--- src/can_pkg.sv ---
// Shared constants and types for the CAN transceiver control block
package can_pkg;

    ////////////////////////////////////////////////////////////////////////
    // Timing
    localparam int CLK_MHZ = 50;
    localparam int MODE_TIME_US = 45;
    // Longest time: round down to whole cycles
    localparam int MODE_CYCLES = MODE_TIME_US * CLK_MHZ;
    localparam int SETTLE_W = 12;
    localparam logic [SETTLE_W-1:0] SETTLE_LAST = SETTLE_W'(MODE_CYCLES - 1);
    localparam int TICK_US = 1;
    localparam int TICK_CYCLES = TICK_US * CLK_MHZ;
    localparam int PRESC_W = 6;
    localparam logic [PRESC_W-1:0] PRESC_LAST = PRESC_W'(TICK_CYCLES - 1);
    localparam int DOMINANT_TIMEOUT_PERIOD_US = 4000;
    localparam int LIMIT_W = 16;
    localparam logic [LIMIT_W-1:0] DTO_LIMIT_RST =
        LIMIT_W'(DOMINANT_TIMEOUT_PERIOD_US / TICK_US);

    ////////////////////////////////////////////////////////////////////////
    // Register map, byte addresses
    localparam int ADDR_W = 8;
    localparam logic [ADDR_W-1:0] ADDR_STATUS = 8'h00;
    localparam logic [ADDR_W-1:0] ADDR_IRQ_STATUS = 8'h04;
    localparam logic [ADDR_W-1:0] ADDR_IRQ_ENABLE = 8'h08;
    localparam logic [ADDR_W-1:0] ADDR_IRQ_CLEAR = 8'h0C;
    localparam logic [ADDR_W-1:0] ADDR_DTO_LIMIT = 8'h10;
    localparam logic [ADDR_W-1:0] ADDR_DTO_COUNT = 8'h14;

    // Live status bits
    localparam int STAT_NORMAL = 0;
    localparam int STAT_STANDBY = 1;
    localparam int STAT_DTO = 2;
    localparam int STAT_TSD = 3;
    localparam int STAT_WAKE = 4;
    localparam int STAT_IO = 5;
    localparam int STAT_TXD = 6;
    localparam int STAT_BUS = 7;
    localparam int STAT_W = 8;

    // Interrupt bits
    localparam int IRQ_DTO = 0;
    localparam int IRQ_TSD = 1;
    localparam int IRQ_WAKE = 2;
    localparam int IRQ_MODE = 3;
    localparam int IRQ_N = 4;
    localparam logic [IRQ_N-1:0] IRQ_ENABLE_RST = 4'h0;

    // Synchronised pin positions
    localparam int PIN_TXD = 0;
    localparam int PIN_STB = 1;
    localparam int PIN_BUS = 2;
    localparam int PIN_WAKE = 3;
    localparam int PIN_TSD = 4;
    localparam int PIN_IO = 5;
    localparam int PIN_N = 6;
    // Idle pin levels: transmit recessive, standby selected
    localparam logic [PIN_N-1:0] PIN_RST = 6'h03;

    ////////////////////////////////////////////////////////////////////////
    // Operating mode
    typedef enum logic [3:0] {
        MODE_NORMAL = 4'h1,
        MODE_TO_STANDBY = 4'h2,
        MODE_STANDBY = 4'h4,
        MODE_TO_NORMAL = 4'h8
    } mode_t;

endpackage : can_pkg

--- src/can_transceiver_control.sv ---
// Digital control core of a high-speed CAN transceiver
//
// Overview of operation
// RULE_01: Transmit low drives bus dominant; dominant bus reads low on receive.
// RULE_02: Transmit high leaves bus recessive; recessive bus reads high.
// RULE_03: Dominant timeout supervision runs only in normal mode.
// RULE_04: Every falling edge of transmit starts the timeout measurement.
// RULE_05: Timeout expiry without rising edge disables the driver.
// RULE_06: Transmit returning high clears the fault and re-enables driver.
// RULE_07: During timeout fault the receive output keeps following the bus.
// RULE_08: Controller holds transmit dominant no longer than eleven bit times; the model's hold_dom input keeps it dominant without limit.
// RULE_09: Thermal shutdown turns off driver and blocks transmit path.
// RULE_10: Thermal blocking clears by itself when over-temperature goes away.
// RULE_11: Receive path stays working during thermal shutdown.
// RULE_12: Receive output stays undriven until I/O supply is present.
// RULE_13: Standby select may be tied low for normal-only systems.
// RULE_14: Standby presents a weak-to-ground third bus condition.
// RULE_15: Standby select high gives standby, driver off; low gives normal.
// RULE_16: In standby receive stays high until a wake pattern is seen.
// RULE_17: Mode changes complete within 45 microseconds of select change; the code counts 2250 cycles after a two-flop sync.
// RULE_18: Timeout period is a tunable count of local timebase ticks.
`timescale 1ns/1ps
module can_transceiver_control #(
    parameter int LW = can_pkg::LIMIT_W
) (
    // Clock and reset
    input wire logic mclk,
    input wire logic sys_rst,
    // Controller pins
    input wire logic txd_in,
    input wire logic standby_select,
    output logic rxd_out,
    output logic rxd_oe,
    // Analog front end
    input wire logic bus_dominant,
    input wire logic wake_pattern,
    input wire logic thermal_shutdown,
    input wire logic io_supply,
    output logic drv_enable,
    output logic drv_dominant,
    output logic bias_weak_gnd,
    // Register port
    input wire logic [can_pkg::ADDR_W-1:0] reg_addr,
    input wire logic [31:0] reg_wdata,
    input wire logic reg_wr,
    input wire logic reg_rd,
    output logic [31:0] reg_rdata,
    // Interrupt
    output logic irq
);

    ////////////////////////////////////////////////////////////////////////
    // Types and helpers

    typedef struct packed {
        can_pkg::mode_t mode;
        logic [can_pkg::SETTLE_W-1:0] settle;
        logic [can_pkg::PRESC_W-1:0] presc;
        logic tick;
        logic wake_prev;
        logic wake_seen;
        logic tsd_prev;
        logic dto_prev;
        logic [can_pkg::IRQ_N-1:0] irq_status;
        logic [can_pkg::IRQ_N-1:0] irq_enable;
        logic [LW-1:0] dto_limit;
        logic [31:0] rdata;
        logic rxd;
        logic drv_en;
        logic drv_dom;
        logic bias_gnd;
    } core_t;

    function automatic logic hit(
        input logic [can_pkg::ADDR_W-1:0] addr,
        input logic [can_pkg::ADDR_W-1:0] offset
    );
        hit = (addr == offset);
    endfunction : hit

    ////////////////////////////////////////////////////////////////////////
    // Pin synchronisation

    logic [can_pkg::PIN_N-1:0] pins_raw;
    logic [can_pkg::PIN_N-1:0] pins_s;
    logic txd_s;
    logic stb_s;
    logic bus_s;
    logic wake_s;
    logic tsd_s;
    logic io_s;

    assign pins_raw[can_pkg::PIN_TXD] = txd_in;
    assign pins_raw[can_pkg::PIN_STB] = standby_select;
    assign pins_raw[can_pkg::PIN_BUS] = bus_dominant;
    assign pins_raw[can_pkg::PIN_WAKE] = wake_pattern;
    assign pins_raw[can_pkg::PIN_TSD] = thermal_shutdown;
    assign pins_raw[can_pkg::PIN_IO] = io_supply;

    pin_sync #(
        .W(can_pkg::PIN_N),
        .RST_VAL(can_pkg::PIN_RST)
    ) u_pin_sync (
        .mclk(mclk),
        .sys_rst(sys_rst),
        .din(pins_raw),
        .dout(pins_s)
    );

    assign txd_s = pins_s[can_pkg::PIN_TXD];
    assign stb_s = pins_s[can_pkg::PIN_STB];
    assign bus_s = pins_s[can_pkg::PIN_BUS];
    assign wake_s = pins_s[can_pkg::PIN_WAKE];
    assign tsd_s = pins_s[can_pkg::PIN_TSD];
    assign io_s = pins_s[can_pkg::PIN_IO];

    ////////////////////////////////////////////////////////////////////////
    // Dominant timeout

    core_t cq;
    core_t cd;
    logic normal;
    logic dto_fault;
    logic [LW-1:0] dto_count;

    assign normal = (cq.mode == can_pkg::MODE_NORMAL);

    dominant_timeout #(
        .LW(LW)
    ) u_dominant_timeout (
        .mclk(mclk),
        .sys_rst(sys_rst),
        .active(normal), // [RULE_03]
        .tick(cq.tick),
        .limit(cq.dto_limit), // [RULE_18]
        .txd(txd_s),
        .fault(dto_fault),
        .count(dto_count)
    );

    ////////////////////////////////////////////////////////////////////////
    // Core state

    logic mode_done;
    logic wake_edge;
    logic [can_pkg::IRQ_N-1:0] events;
    logic [can_pkg::IRQ_N-1:0] clear_bits;
    logic [can_pkg::STAT_W-1:0] status;
    logic [31:0] read_word;
    logic settle_end;

    always_comb begin
        cd = cq;
        mode_done = 1'b0;
        settle_end = (cq.settle == can_pkg::SETTLE_LAST);

        // Microsecond timebase for the timeout counter
        if (cq.presc == can_pkg::PRESC_LAST) begin
            cd.presc = '0;
            cd.tick = 1'b1; // [RULE_18]
        end else begin
            cd.presc = cq.presc + can_pkg::PRESC_W'(1);
            cd.tick = 1'b0;
        end

        // A reversal mid-change restarts the settle count, so each
        // direction still finishes within the mode change time.
        unique case (cq.mode)
            can_pkg::MODE_NORMAL: begin
                if (stb_s) begin
                    cd.mode = can_pkg::MODE_TO_STANDBY; // [RULE_15]
                    cd.settle = '0;
                end
            end
            can_pkg::MODE_TO_STANDBY: begin
                if (!stb_s) begin
                    cd.mode = can_pkg::MODE_TO_NORMAL;
                    cd.settle = '0;
                end else if (settle_end) begin
                    cd.mode = can_pkg::MODE_STANDBY; // [RULE_17]
                    mode_done = 1'b1;
                end else begin
                    cd.settle = cq.settle + can_pkg::SETTLE_W'(1);
                end
            end
            can_pkg::MODE_STANDBY: begin
                if (!stb_s) begin
                    cd.mode = can_pkg::MODE_TO_NORMAL; // [RULE_15]
                    cd.settle = '0;
                end
            end
            can_pkg::MODE_TO_NORMAL: begin
                if (stb_s) begin
                    cd.mode = can_pkg::MODE_TO_STANDBY;
                    cd.settle = '0;
                end else if (settle_end) begin
                    cd.mode = can_pkg::MODE_NORMAL; // [RULE_17]
                    mode_done = 1'b1;
                end else begin
                    cd.settle = cq.settle + can_pkg::SETTLE_W'(1);
                end
            end
            default: begin
                cd.mode = can_pkg::MODE_STANDBY;
                cd.settle = '0;
            end
        endcase

        // Wake detection only counts while fully in standby
        cd.wake_prev = wake_s;
        wake_edge = wake_s && !cq.wake_prev &&
            (cq.mode == can_pkg::MODE_STANDBY);
        if (normal) begin
            cd.wake_seen = 1'b0;
        end else if (wake_edge) begin
            cd.wake_seen = 1'b1; // [RULE_16]
        end

        // Receive output; timeout and thermal faults never gate it
        if (cq.mode == can_pkg::MODE_NORMAL ||
            cq.mode == can_pkg::MODE_TO_STANDBY) begin
            cd.rxd = !bus_s; // [RULE_01] [RULE_02] [RULE_07] [RULE_11]
        end else if (cq.wake_seen) begin
            cd.rxd = !bus_s;
        end else begin
            cd.rxd = 1'b1; // [RULE_16]
        end

        // Driver: normal mode only, off on timeout or over-temperature
        cd.drv_en = normal && !dto_fault && !tsd_s; // [RULE_05] [RULE_09]
        cd.drv_dom = normal && !dto_fault && !tsd_s && !txd_s; // [RULE_01]
        cd.bias_gnd = (cq.mode == can_pkg::MODE_STANDBY); // [RULE_14]
        // Thermal blocking follows the live level, no latch
        cd.tsd_prev = tsd_s; // [RULE_10]
        cd.dto_prev = dto_fault;

        // Sticky events; a new event wins over a same-cycle clear
        events = '0;
        events[can_pkg::IRQ_DTO] = dto_fault && !cq.dto_prev;
        events[can_pkg::IRQ_TSD] = tsd_s && !cq.tsd_prev;
        events[can_pkg::IRQ_WAKE] = wake_edge;
        events[can_pkg::IRQ_MODE] = mode_done;
        clear_bits = '0;
        if (reg_wr && hit(reg_addr, can_pkg::ADDR_IRQ_CLEAR)) begin
            clear_bits = reg_wdata[can_pkg::IRQ_N-1:0];
        end
        cd.irq_status = (cq.irq_status & ~clear_bits) | events;

        // Register writes
        if (reg_wr && hit(reg_addr, can_pkg::ADDR_IRQ_ENABLE)) begin
            cd.irq_enable = reg_wdata[can_pkg::IRQ_N-1:0];
        end
        if (reg_wr && hit(reg_addr, can_pkg::ADDR_DTO_LIMIT)) begin
            cd.dto_limit = reg_wdata[LW-1:0]; // [RULE_18]
        end

        // Register reads; data only in the cycle after the strobe
        status = '0;
        status[can_pkg::STAT_NORMAL] = normal;
        status[can_pkg::STAT_STANDBY] = (cq.mode == can_pkg::MODE_STANDBY);
        status[can_pkg::STAT_DTO] = dto_fault;
        status[can_pkg::STAT_TSD] = tsd_s;
        status[can_pkg::STAT_WAKE] = cq.wake_seen;
        status[can_pkg::STAT_IO] = io_s;
        status[can_pkg::STAT_TXD] = txd_s;
        status[can_pkg::STAT_BUS] = bus_s;
        read_word = '0;
        if (hit(reg_addr, can_pkg::ADDR_STATUS)) begin
            read_word[can_pkg::STAT_W-1:0] = status;
        end else if (hit(reg_addr, can_pkg::ADDR_IRQ_STATUS)) begin
            read_word[can_pkg::IRQ_N-1:0] = cq.irq_status;
        end else if (hit(reg_addr, can_pkg::ADDR_IRQ_ENABLE)) begin
            read_word[can_pkg::IRQ_N-1:0] = cq.irq_enable;
        end else if (hit(reg_addr, can_pkg::ADDR_DTO_LIMIT)) begin
            read_word[LW-1:0] = cq.dto_limit;
        end else if (hit(reg_addr, can_pkg::ADDR_DTO_COUNT)) begin
            read_word[LW-1:0] = dto_count;
        end
        cd.rdata = reg_rd ? read_word : 32'h0000_0000;
    end

    ////////////////////////////////////////////////////////////////////////
    // State register

    always_ff @(posedge mclk or posedge sys_rst) begin
        if (sys_rst) begin
            cq <= '{
                mode: can_pkg::MODE_STANDBY,
                settle: '0,
                presc: '0,
                tick: 1'b0,
                wake_prev: 1'b0,
                wake_seen: 1'b0,
                tsd_prev: 1'b0,
                dto_prev: 1'b0,
                irq_status: '0,
                irq_enable: can_pkg::IRQ_ENABLE_RST,
                dto_limit: can_pkg::DTO_LIMIT_RST,
                rdata: 32'h0000_0000,
                rxd: 1'b1,
                drv_en: 1'b0,
                drv_dom: 1'b0,
                bias_gnd: 1'b0
            };
        end else begin
            cq <= cd;
        end
    end

    ////////////////////////////////////////////////////////////////////////
    // Outputs

    assign rxd_out = cq.rxd;
    // Floats the receive pin until the I/O rail is up
    assign rxd_oe = io_s; // [RULE_12]
    assign drv_enable = cq.drv_en;
    assign drv_dominant = cq.drv_dom;
    assign bias_weak_gnd = cq.bias_gnd;
    assign reg_rdata = cq.rdata;
    assign irq = |(cq.irq_status & cq.irq_enable);

endmodule : can_transceiver_control

--- src/pin_sync.sv ---
// Two-flop synchroniser for a group of asynchronous pins
`timescale 1ns/1ps
module pin_sync #(
    parameter int W = 1,
    parameter logic [W-1:0] RST_VAL = '0
) (
    // Clock and reset
    input wire logic mclk,
    input wire logic sys_rst,
    // Pins in, synchronised levels out
    input wire logic [W-1:0] din,
    output logic [W-1:0] dout
);

    typedef struct packed {
        logic [W-1:0] meta;
        logic [W-1:0] stable;
    } sync_t;

    sync_t sq;
    sync_t sd;

    always_comb begin
        sd = sq;
        sd.meta = din;
        // First stage feeds only the second stage
        sd.stable = sq.meta;
    end

    always_ff @(posedge mclk or posedge sys_rst) begin
        if (sys_rst) begin
            sq <= {RST_VAL, RST_VAL};
        end else begin
            sq <= sd;
        end
    end

    assign dout = sq.stable;

endmodule : pin_sync

--- src/dominant_timeout.sv ---
// Transmit-dominant timeout supervisor on a microsecond timebase
`timescale 1ns/1ps
module dominant_timeout #(
    parameter int LW = 16
) (
    // Clock and reset
    input wire logic mclk,
    input wire logic sys_rst,
    // Control
    input wire logic active,
    input wire logic tick,
    input wire logic [LW-1:0] limit,
    input wire logic txd,
    // Result
    output logic fault,
    output logic [LW-1:0] count
);

    typedef struct packed {
        logic txd_prev;
        logic armed;
        logic fault;
        logic [LW-1:0] count;
    } dto_t;

    dto_t tq;
    dto_t td;
    logic [LW-1:0] count_inc;

    always_comb begin
        td = tq;
        count_inc = tq.count + LW'(1);
        td.txd_prev = txd;
        if (!active) begin
            // Driver never on outside normal mode
            td.armed = 1'b0; // [RULE_03]
            td.fault = 1'b0;
            td.count = '0;
        end else if (txd) begin
            // Recessive level releases the fault
            td.armed = 1'b0; // [RULE_06]
            td.fault = 1'b0; // [RULE_06]
            td.count = '0;
        end else if (tq.txd_prev) begin
            // Falling edge restarts the measurement
            td.armed = 1'b1; // [RULE_04]
            td.count = '0; // [RULE_04]
        end else if (tq.armed && !tq.fault && tick) begin
            td.count = count_inc; // [RULE_18]
            if (count_inc >= limit) begin
                td.fault = 1'b1; // [RULE_05]
            end
        end
    end

    always_ff @(posedge mclk or posedge sys_rst) begin
        if (sys_rst) begin
            tq <= '{txd_prev: 1'b1, armed: 1'b0, fault: 1'b0, count: '0};
        end else begin
            tq <= td;
        end
    end

    assign fault = tq.fault;
    assign count = tq.count;

endmodule : dominant_timeout

--- config.mk ---
export PLATFORM = sky130hd
export DESIGN_NAME = can_transceiver_control
export DESIGN_NICKNAME = d
export VERILOG_FILES = /design/src/can_pkg.sv /design/src/can_transceiver_control.sv /design/src/pin_sync.sv /design/src/dominant_timeout.sv
export SDC_FILE = /design/constraint.sdc
export NUM_CORES = 1
export LEC_CHECK = 0
export BUFFER_PORTS_ARGS = -buffer_cell sky130_fd_sc_hd__buf_4
export CORE_MARGIN = 2
export CORE_UTILIZATION = 38
export CTS_CLUSTER_SIZE = 30
export DETAILED_ROUTE_END_ITERATION = 12
export GPL_TIMING_DRIVEN = 1
export MAX_ROUTING_LAYER = met4
export PLACE_DENSITY_LB_ADDON = 0.3
export REMOVE_ABC_BUFFERS = 1
export SETUP_SLACK_MARGIN = 0.5
export SKIP_CTS_REPAIR_TIMING = 1
export SLEW_MARGIN = 10
export SYNTH_ARGS = -nofsm -noshare
export SYNTH_HDL_FRONTEND = slang
export SYNTH_SLANG_ARGS = --single-unit
--- constraint.sdc ---
create_clock -name mclk -period 3.55 [get_ports mclk]
set_input_delay 0.1775 -clock mclk [delete_from_list [all_inputs] [get_ports mclk]]
set_output_delay 0.1775 -clock mclk [all_outputs]
set_load 0.01 [all_outputs]
# Word-level counts from Yosys, hierarchy flattened
# Cells that the tools add are included.
# classes
add_sub_neg	3
n_lt_le_gt_ge	1
n_eq_ne	20
muxes	34
n_bitwise	4
n_reduce_logical	26
# ops
operator	count
16-bit two-way mux	8
16-bit case mux with 4 select lines	1
12-bit two-way mux	3
18-bit two-way mux	2
4-bit two-way mux	5
17-bit two-way mux	1
16-bit by 1-bit adder with 16-bit output, second input constant	1
8-bit by 4-bit == test with 1-bit output, second input constant	2
8-bit by 5-bit == test with 1-bit output, second input constant	2
16-bit greater-or-equal comparator	1
8-bit two-way mux	2
12-bit by 1-bit adder with 12-bit output, second input constant	1
12-bit == test, second input constant	1
1-bit logical AND	12
1-bit two-way mux	10
3-bit by 1-bit inequality test with 1-bit output, second input constant	3
4-bit bitwise AND	2
8-bit by 3-bit == test with 1-bit output, second input constant	1
8-bit zero test	1
1-bit zero test	7
7-bit two-way mux	1
6-bit by 1-bit adder with 6-bit output, second input constant	1
6-bit == test, second input constant	1
3-bit inequality test, second input constant	2
other kinds (17)	17
# word_totals
reg_bits	102
word_cells	110

# Depth between registers and ports, before layout
# Gate-level depths: netlist (run 1).
# depth
depth_word	7
depth_mapped	11

# Hierarchy
# Synthesis (run 1) repeated with hierarchy kept, for this count alone.
# unflattened
hier_cells	547
area_unflattened_um2	5546.6
# by_module_without_submodules
module	instances	cells_each	area_each_um2	seq_area_each_um2
can_transceiver_control	1	336	3608.5	1786.7
dominant_timeout	1	198	1629.1	476.7
pin_sync	1	13	309.0	305.3

# Least setup slack after synthesis (run 1)
# Ideal clock, no wire load.
# synth_path
path_kind	reg2reg
from	register u_dominant_timeout.tq, in the netlist u_dominant_timeout.count[0]
to	register u_dominant_timeout.tq, in the netlist u_dominant_timeout.fault
setup_time_ns	0.127
t_arrival_ns	2.425
setup_slack_ns	0.998
stages_incl_launch_ff	12
path_cell_list	dfrtp_1 ha_1 and4_1 clkbuf_1 and2_1 nand3_1 xnor2_1 ha_1 a21o_1 a211o_1 o221ai_1 a31oi_1
# synth_between
elab_chain_len	4
# synth_lines
element	line	text
start, declared	dominant_timeout.sv:26	dto_t tq;
start signal, assigned	dominant_timeout.sv:58	tq <= '{txd_prev: 1'b1, armed: 1'b0, fault: 1'b0, count: '0};
start signal, assigned	dominant_timeout.sv:60	tq <= td;
16-bit by 1-bit adder with 16-bit output	dominant_timeout.sv:32	count_inc = tq.count + LW'(1);
16-bit greater-or-equal comparator	dominant_timeout.sv:50	if (count_inc >= limit) begin
3-bit by 1-bit inequality test with 1-bit output (no line)	--	
3-bit AND reduction (no line)	--	
# No other way between the ends.
# A chain may end at the register's enable or synchronous reset.

# Final worst setup path (run 1)
# Same ends and word-level chain as after synthesis.

==> impl_metrics.py, run 1 <==
metrics = {
    "power": {
        "cellPowerDensity_nw_per_um2": 431,
        "clkPwrFrac": 0.422,
        "leakage_nw": 2.77,
        "max-vdd-ir-drop_v": 0.000253,
        "sw_frac_of_total": 0.244,
        "combPwrFrac": 0.109,
        "total_power_mw": 2.71,
        "p_seq_frac": 0.469,
        "power.switching_mw": 0.662,
        "p_int_mw": 2.05,
    },
    "sta": {
        "slew_headroom": 0.323,
        "finClkSkew_ps": 11.3,
        "period_minus_slack_ps": 2680,
        "fmax_mhz": 373,
        "setup_tns_ps": 0,
        "setup_ws_ps": 868,
        "period_share": 0.755,
        "tightest_slew_ps": 1010,
        "finalSetupViolations": 0,
        "whs_ps": 45.6,
        "grt_setup_unrepaired": "false",
        "slew_viol_final": 0,
        "hold_viol": 0,
    },
    "clock_network": {
        "clk_path_buf_depth": 2,
        "cts-root-buf": "clkbuf_16",
        "cts_max_level": 3,
        "insertion_delay_ps": 350,
        "cts_tree": "built",
        "cts_sinks": 102,
        "cts_buffers": 9,
        "path_clk_slew_ps": 70,
    },
    "grt": {
        "track_usage": 0.163,
        "grt_pass1_wl_um": 20000,
        "antenna_found_initial": 0,
        "grt-ovfl-total": 0,
        "grt_max_degree": 82,
        "first_global_vias": 3874,
    },
    "yosys": {
        "syn_area_per_cell_um2": 10.3,
        "synthCells": 539,
        "synthesis.area_um2": 5550,
        "netlist_top_cells_area": "dfrtp_1, dfstp_2, ha_1",
        "yosysSeqAreaShare": 0.463,
        "synth_top_area_cell": "dfrtp_1",
        "yosys_warnings": 0,
        "ys_seq_elements": 102,
        "synth_top_area_frac": 0.402,
        "synth.distinct_cells": 64,
        "synthArstFlopShare": 1.00,
        "synth_edf_count": 0,
        "synth_flop_cell": "dfrtp_1",
    },
    "setup_path": {
        "timing.rr.end": "u_dominant_timeout.fault",
        "cp_max_fo": 8,
        "crit_path_end_kind": "flop",
        "cp.required_ps": 3780,
        "crit_path_cell_trace": "ha_1 > and4_1 > buf_4 > and2_1 > nand3_1 > xnor2_1 > ha_1 > a21o_1 > a211o_1 > o221ai_1 > a31oi_1",
        "rr_startpoint": "u_dominant_timeout.count[0]",
        "crit_arrival_ps": 2910,
        "cpPeakStageDelay_ps": 450,
        "cp_num_buf_inv": 1,
        "crit_slowest_cell": "dfrtp_1",
        "path_class": "flop to flop",
        "worst_setup_path_start_kind": "flop",
        "reg2reg_slack_ps": 870,
        "cpMostUsedCell": "ha_1",
        "crit_family": "compound AO/OA/AOI/OAI gates",
        "ff2ff_path_depth": 11,
    },
    "worst_hold_path": {
        "hold_class": "input port to asynchronous set/reset pin",
    },
    "die": {
        "io_pins": 88,
        "row_count": 44,
        "die_width_um": 125,
        "initial_core_util": 0.386,
        "die_area_um2": 15600,
        "dieHeight_um": 125,
        "core_area_um2": 14400,
    },
    "finish": {
        "design_area_um2": 6300,
        "fillers": 1363,
        "syn_to_final_growth_pct": 13.7,
        "drive_gt1_frac": 0.204,
        "antennaDiodeCount": 0,
        "multi_input_area_um2": 2560,
        "post-route-util": 0.439,
        "nets": 640,
        "regArea_um2": 2570,
        "fin_cells": 758,
    },
    "routing": {
        "routedWlPerCell_um": 15.3,
        "vias_per_cell": 5.21,
        "drc": 0,
        "drt_iter0_drc": 294,
        "via_count": 3951,
        "postRouteWirelength_um": 11600,
        "drtPass1Iterations": 5,
        "postRouteAntennaNets": 0,
    },
    "outcome": {
        "outcome": "complete, no violations",
    },
    "placed_design": {
        "dp_hpwl_um": 8330,
        "port_buffers": 55,
        "gp_congestion": 0.855,
        "post_dp_cell_area_um2": 5900,
        "dp_slack_ps": 896,
        "place_inst": 736,
    },
    "job": {
        "max-cap-violations": 0,
    },
}
cell type report:
class / count / share of cell area
clock buffer: 11 / 0.0385
clock inverter: 5 / 0.0165
inverter: 26 / 0.0159
multi-input combinational: 366 / 0.407
sequential: 102 / 0.407
tap: 184 / 0.0365
timing repair buffer: 64 / 0.0786
flip-flops by register name (all words and copies together) (netlist names):
register / count
u_dominant_timeout.fault: 1
rxd_out: 1
u_dominant_timeout.tq: 2
bias_weak_gnd: 1
drv_enable: 1
u_pin_sync.sd: 6
drv_dominant: 1
reg_rdata: 16
u_pin_sync.dout: 6
cq: 51
u_dominant_timeout.count: 16
worst register-to-register path: cells and delay by family, from the launching register on:
kind                       cells  cell delay, ps
AOI/OAI and AO/OA              4             750
xor gates and xnor gates       1             150
adders and majority gates      2             580
buffers and inverters          1             150
DFF                            1             450
and+or+nand+nor                3             500
layout by cell type (no fill, tap or decap), types with 7 or more instances in the layout:
cell        n
and4_1      8
xnor2_1    14
nand3_1    20
mux2_4     10
a21oi_1    17
nand2_1    37
or3_1       9
inv_1      25
clkbuf_16   9
dfstp_2    13
o21ai_0    23
xor2_1     15
ha_1       21
nor2_1     45
dfrtp_1    89
mux2i_1     7
mux2_2     10
a22oi_1    12
buf_4      58
nand4_1    10
nand2b_1    8
conb_1     16
cells in the mapped netlist, drive strengths merged, types with 10 or more instances:
| cell type | count |
|---|---|
| dfstp | 13 |
| nand4 | 10 |
| ha | 21 |
| nand2 | 37 |
| xor2 | 15 |
| nor2 | 45 |
| xnor2 | 14 |
| a22oi | 12 |
| clkbuf | 16 |
| mux2 | 20 |
| inv | 26 |
| a21oi | 17 |
| nand3 | 21 |
| buf | 44 |
| o21ai | 23 |
| dfrtp | 89 |
how the worst max path moves through the flow:
| stage | from | endpoint | cells after the start |
|---|---|---|---|
| floorplan | sys_rst | bias_weak_gnd | 1 |
| global placement | u_dominant_timeout.count[0] | u_dominant_timeout.fault | 11 |
| detailed placement | u_dominant_timeout.count[0] | u_dominant_timeout.fault | 11 |
| CTS | u_dominant_timeout.count[0] | u_dominant_timeout.fault | 11 |
| global route | u_dominant_timeout.count[0] | u_dominant_timeout.fault | 11 |
| finish | u_dominant_timeout.count[0] | u_dominant_timeout.fault | 11 |
metal layers:
layer  global-route usage  vias up  wire [um]
li1                     -     1922          -
met1                0.224     1911       5630
met2                0.232      102       5140
met4               0.0582        0        218
met5                    -        -          0
met3               0.0408       16        608
kinds of logic after synthesis:
kind of cell	after synthesis	share of synthesized area
fa+ha+maj	21	0.0474
mux	27	0.0600
other cells	1	0.000676
xor+xnor	29	0.0458
simple gates	177	0.181
buf+inv	86	0.0846
flops	102	0.463
compound gates	96	0.118
power by group through the flow:
stage / Clock [mW] / Sequential [mW] / Combinational, mW
after floorplan: 0 / 1.28 / 0.185
after global placement: 0 / 1.29 / 0.283
after detailed placement: 0 / 1.29 / 0.292
after CTS: 1.18 / 1.27 / 0.293
after global routing: 1.22 / 1.28 / 0.332
final: 1.14 / 1.27 / 0.296
No activity file was read; power rests on OpenSTA's default activity.
==> run 2, diff against run 1 <==
==> constraint.sdc (replaced) <==
create_clock -name mclk -period 2.8 [get_ports mclk]
set_input_delay 0.14 -clock mclk [delete_from_list [all_inputs] [get_ports mclk]]
set_output_delay 0.14 -clock mclk [all_outputs]
set_load 0.01 [all_outputs]
==> impl_metrics.py, run 2 (synthesized netlist as in run 1, its figures left out) <==
metrics = {
    "setup_path": {
        "ff2ff_path_depth": 10,
        "cp.required_ps": 3030,
        "cp_max_fo": 4,
        "timing.rr.end": "u_dominant_timeout.fault",
        "path_class": "flop to flop",
        "crit_path_end_kind": "flop",
        "reg2reg_slack_ps": 440,
        "crit_arrival_ps": 2590,
        "worst_setup_path_start_kind": "flop",
        "rr_startpoint": "u_dominant_timeout.count[1]",
    },
    "routing": {
        "drc": 0,
        "vias_per_cell": 5.15,
        "via_count": 3972,
        "postRouteAntennaNets": 0,
        "drt_iter0_drc": 247,
        "postRouteWirelength_um": 11700,
        "routedWlPerCell_um": 15.2,
        "drtPass1Iterations": 4,
    },
    "sta": {
        "fmax_mhz": 423,
        "period_minus_slack_ps": 2360,
        "tightest_slew_ps": 583,
        "slew_viol_final": 0,
        "slew_headroom": 0.606,
        "setup_tns_ps": 0,
        "whs_ps": 15.1,
        "setup_ws_ps": 437,
        "finClkSkew_ps": 9.78,
        "hold_viol": 0,
        "period_share": 0.844,
        "grt_setup_unrepaired": "true",
        "finalSetupViolations": 0,
    },
    "clock_network": {
        "path_clk_slew_ps": 70,
        "clk_path_buf_depth": 2,
        "cts_max_level": 3,
        "insertion_delay_ps": 360,
        "cts_tree": "built",
        "cts-root-buf": "clkbuf_16",
        "cts_sinks": 102,
        "cts_buffers": 9,
    },
    "placed_design": {
        "place_inst": 742,
        "gp_congestion": 0.930,
        "dp_slack_ps": 275,
        "port_buffers": 55,
        "dp_hpwl_um": 8370,
    },
    "finish": {
        "syn_to_final_growth_pct": 15.9,
        "nets": 653,
        "final_common_cell": "dfrtp_1",
        "regMostFlops": "cq",
        "post-route-util": 0.447,
        "drive_gt1_frac": 0.240,
        "largest_reg_flops": 51,
        "layout_common_cells": "dfrtp_1, buf_4, nor2_1, nand2_1, inv_1",
        "antennaDiodeCount": 0,
        "fin_cells": 771,
    },
    "grt": {
        "grt_max_degree": 67,
        "first_global_vias": 3762,
        "track_usage": 0.158,
        "grt_pass1_wl_um": 19300,
        "antenna_found_initial": 0,
        "grt-ovfl-total": 0,
    },
    "power": {
        "leakage_nw": 2.81,
        "max-vdd-ir-drop_v": 0.000276,
        "cellPowerDensity_nw_per_um2": 510,
    },
    "die": {
        "row_count": 44,
        "dieHeight_um": 125,
        "io_pins": 88,
        "core_area_um2": 14400,
        "die_width_um": 125,
        "initial_core_util": 0.386,
        "die_area_um2": 15600,
    },
    "worst_hold_path": {
        "whs_path_depth": 2,
        "hold_path_end": "cq[49]",
        "hold_start": "reg_wdata[13]",
        "hold_class": "input port to flop",
    },
    "outcome": {
        "outcome": "complete, no violations",
    },
    "job": {
        "max-cap-violations": 0,
    },
}
-- run 2: changes by cell type in the layout (fill, tap and decap cells not counted), sizes merged --
cell,before,now
buf,58,70
bufinv,3,1
clkinvlp,0,2
dlygate4sd3,6,7
-- run 2: power breakdown --
| group | total, mW | internal [mW] | leakage [nW] | switching, mW |
|---|---|---|---|---|
| registers | 1.59 | 1.54 | 1.31 | 0.0572 |
| logic | 0.414 | 0.182 | 1.35 | 0.232 |
| clock network | 1.27 | 0.719 | 0.142 | 0.548 |
| total | 3.28 | 2.44 | 2.81 | 0.837 |
-- run 2: critical path, stage by stage, from the launching register on --
cell and delay, ps:
dfrtp_1 430, ha_4 180, and4_4 220, and2_4 170, nand3_4 90, xnor2_2 160, ha_1 330, a21o_1 170
a211o_1 270, o221ai_2 160, a31oi_1 60
-- run 2: final cells by class --
| type | instances | area, um^2 |
|---|---|---|
| clock buffer | 11 | 243 |
| clock inverter | 5 | 58.8 |
| fill | 1334 | 7940 |
| inverter | 26 | 100 |
| multi-input combinational | 366 | 2610 |
| sequential | 102 | 2570 |
| tap | 184 | 230 |
| timing repair buffer | 77 | 608 |
-- run 2: routing by layer --
| metal | track usage | routed length, um |
|---|---|---|
| met4 | 0.0753 | 271 |
| met2 | 0.209 | 5000 |
| met5 | - | 0 |
| met1 | 0.232 | 5940 |
| met3 | 0.0292 | 489 |
-- run 2: how the worst max path moves through the flow --
stage	from	end	slack [ps]
after floorplan	sys_rst	bias_weak_gnd	6
after global placement	u_dominant_timeout.count[0]	u_dominant_timeout.fault	330
after detailed placement	u_dominant_timeout.count[0]	u_dominant_timeout.fault	280
after CTS	u_dominant_timeout.count[0]	u_dominant_timeout.fault	250
after global routing	u_dominant_timeout.count[1]	u_dominant_timeout.fault	330
final	u_dominant_timeout.count[1]	u_dominant_timeout.fault	440
-- run 2: through the flow --
step           cell area, um^2  total power, mW
2_1_floorplan             5230             1.86
3_3_place_gp              5960             2.02
3_5_place_dp              5960             2.03
4_1_cts                   6260             3.31
5_1_grt                   6430             3.45
6_report                  6430             3.28
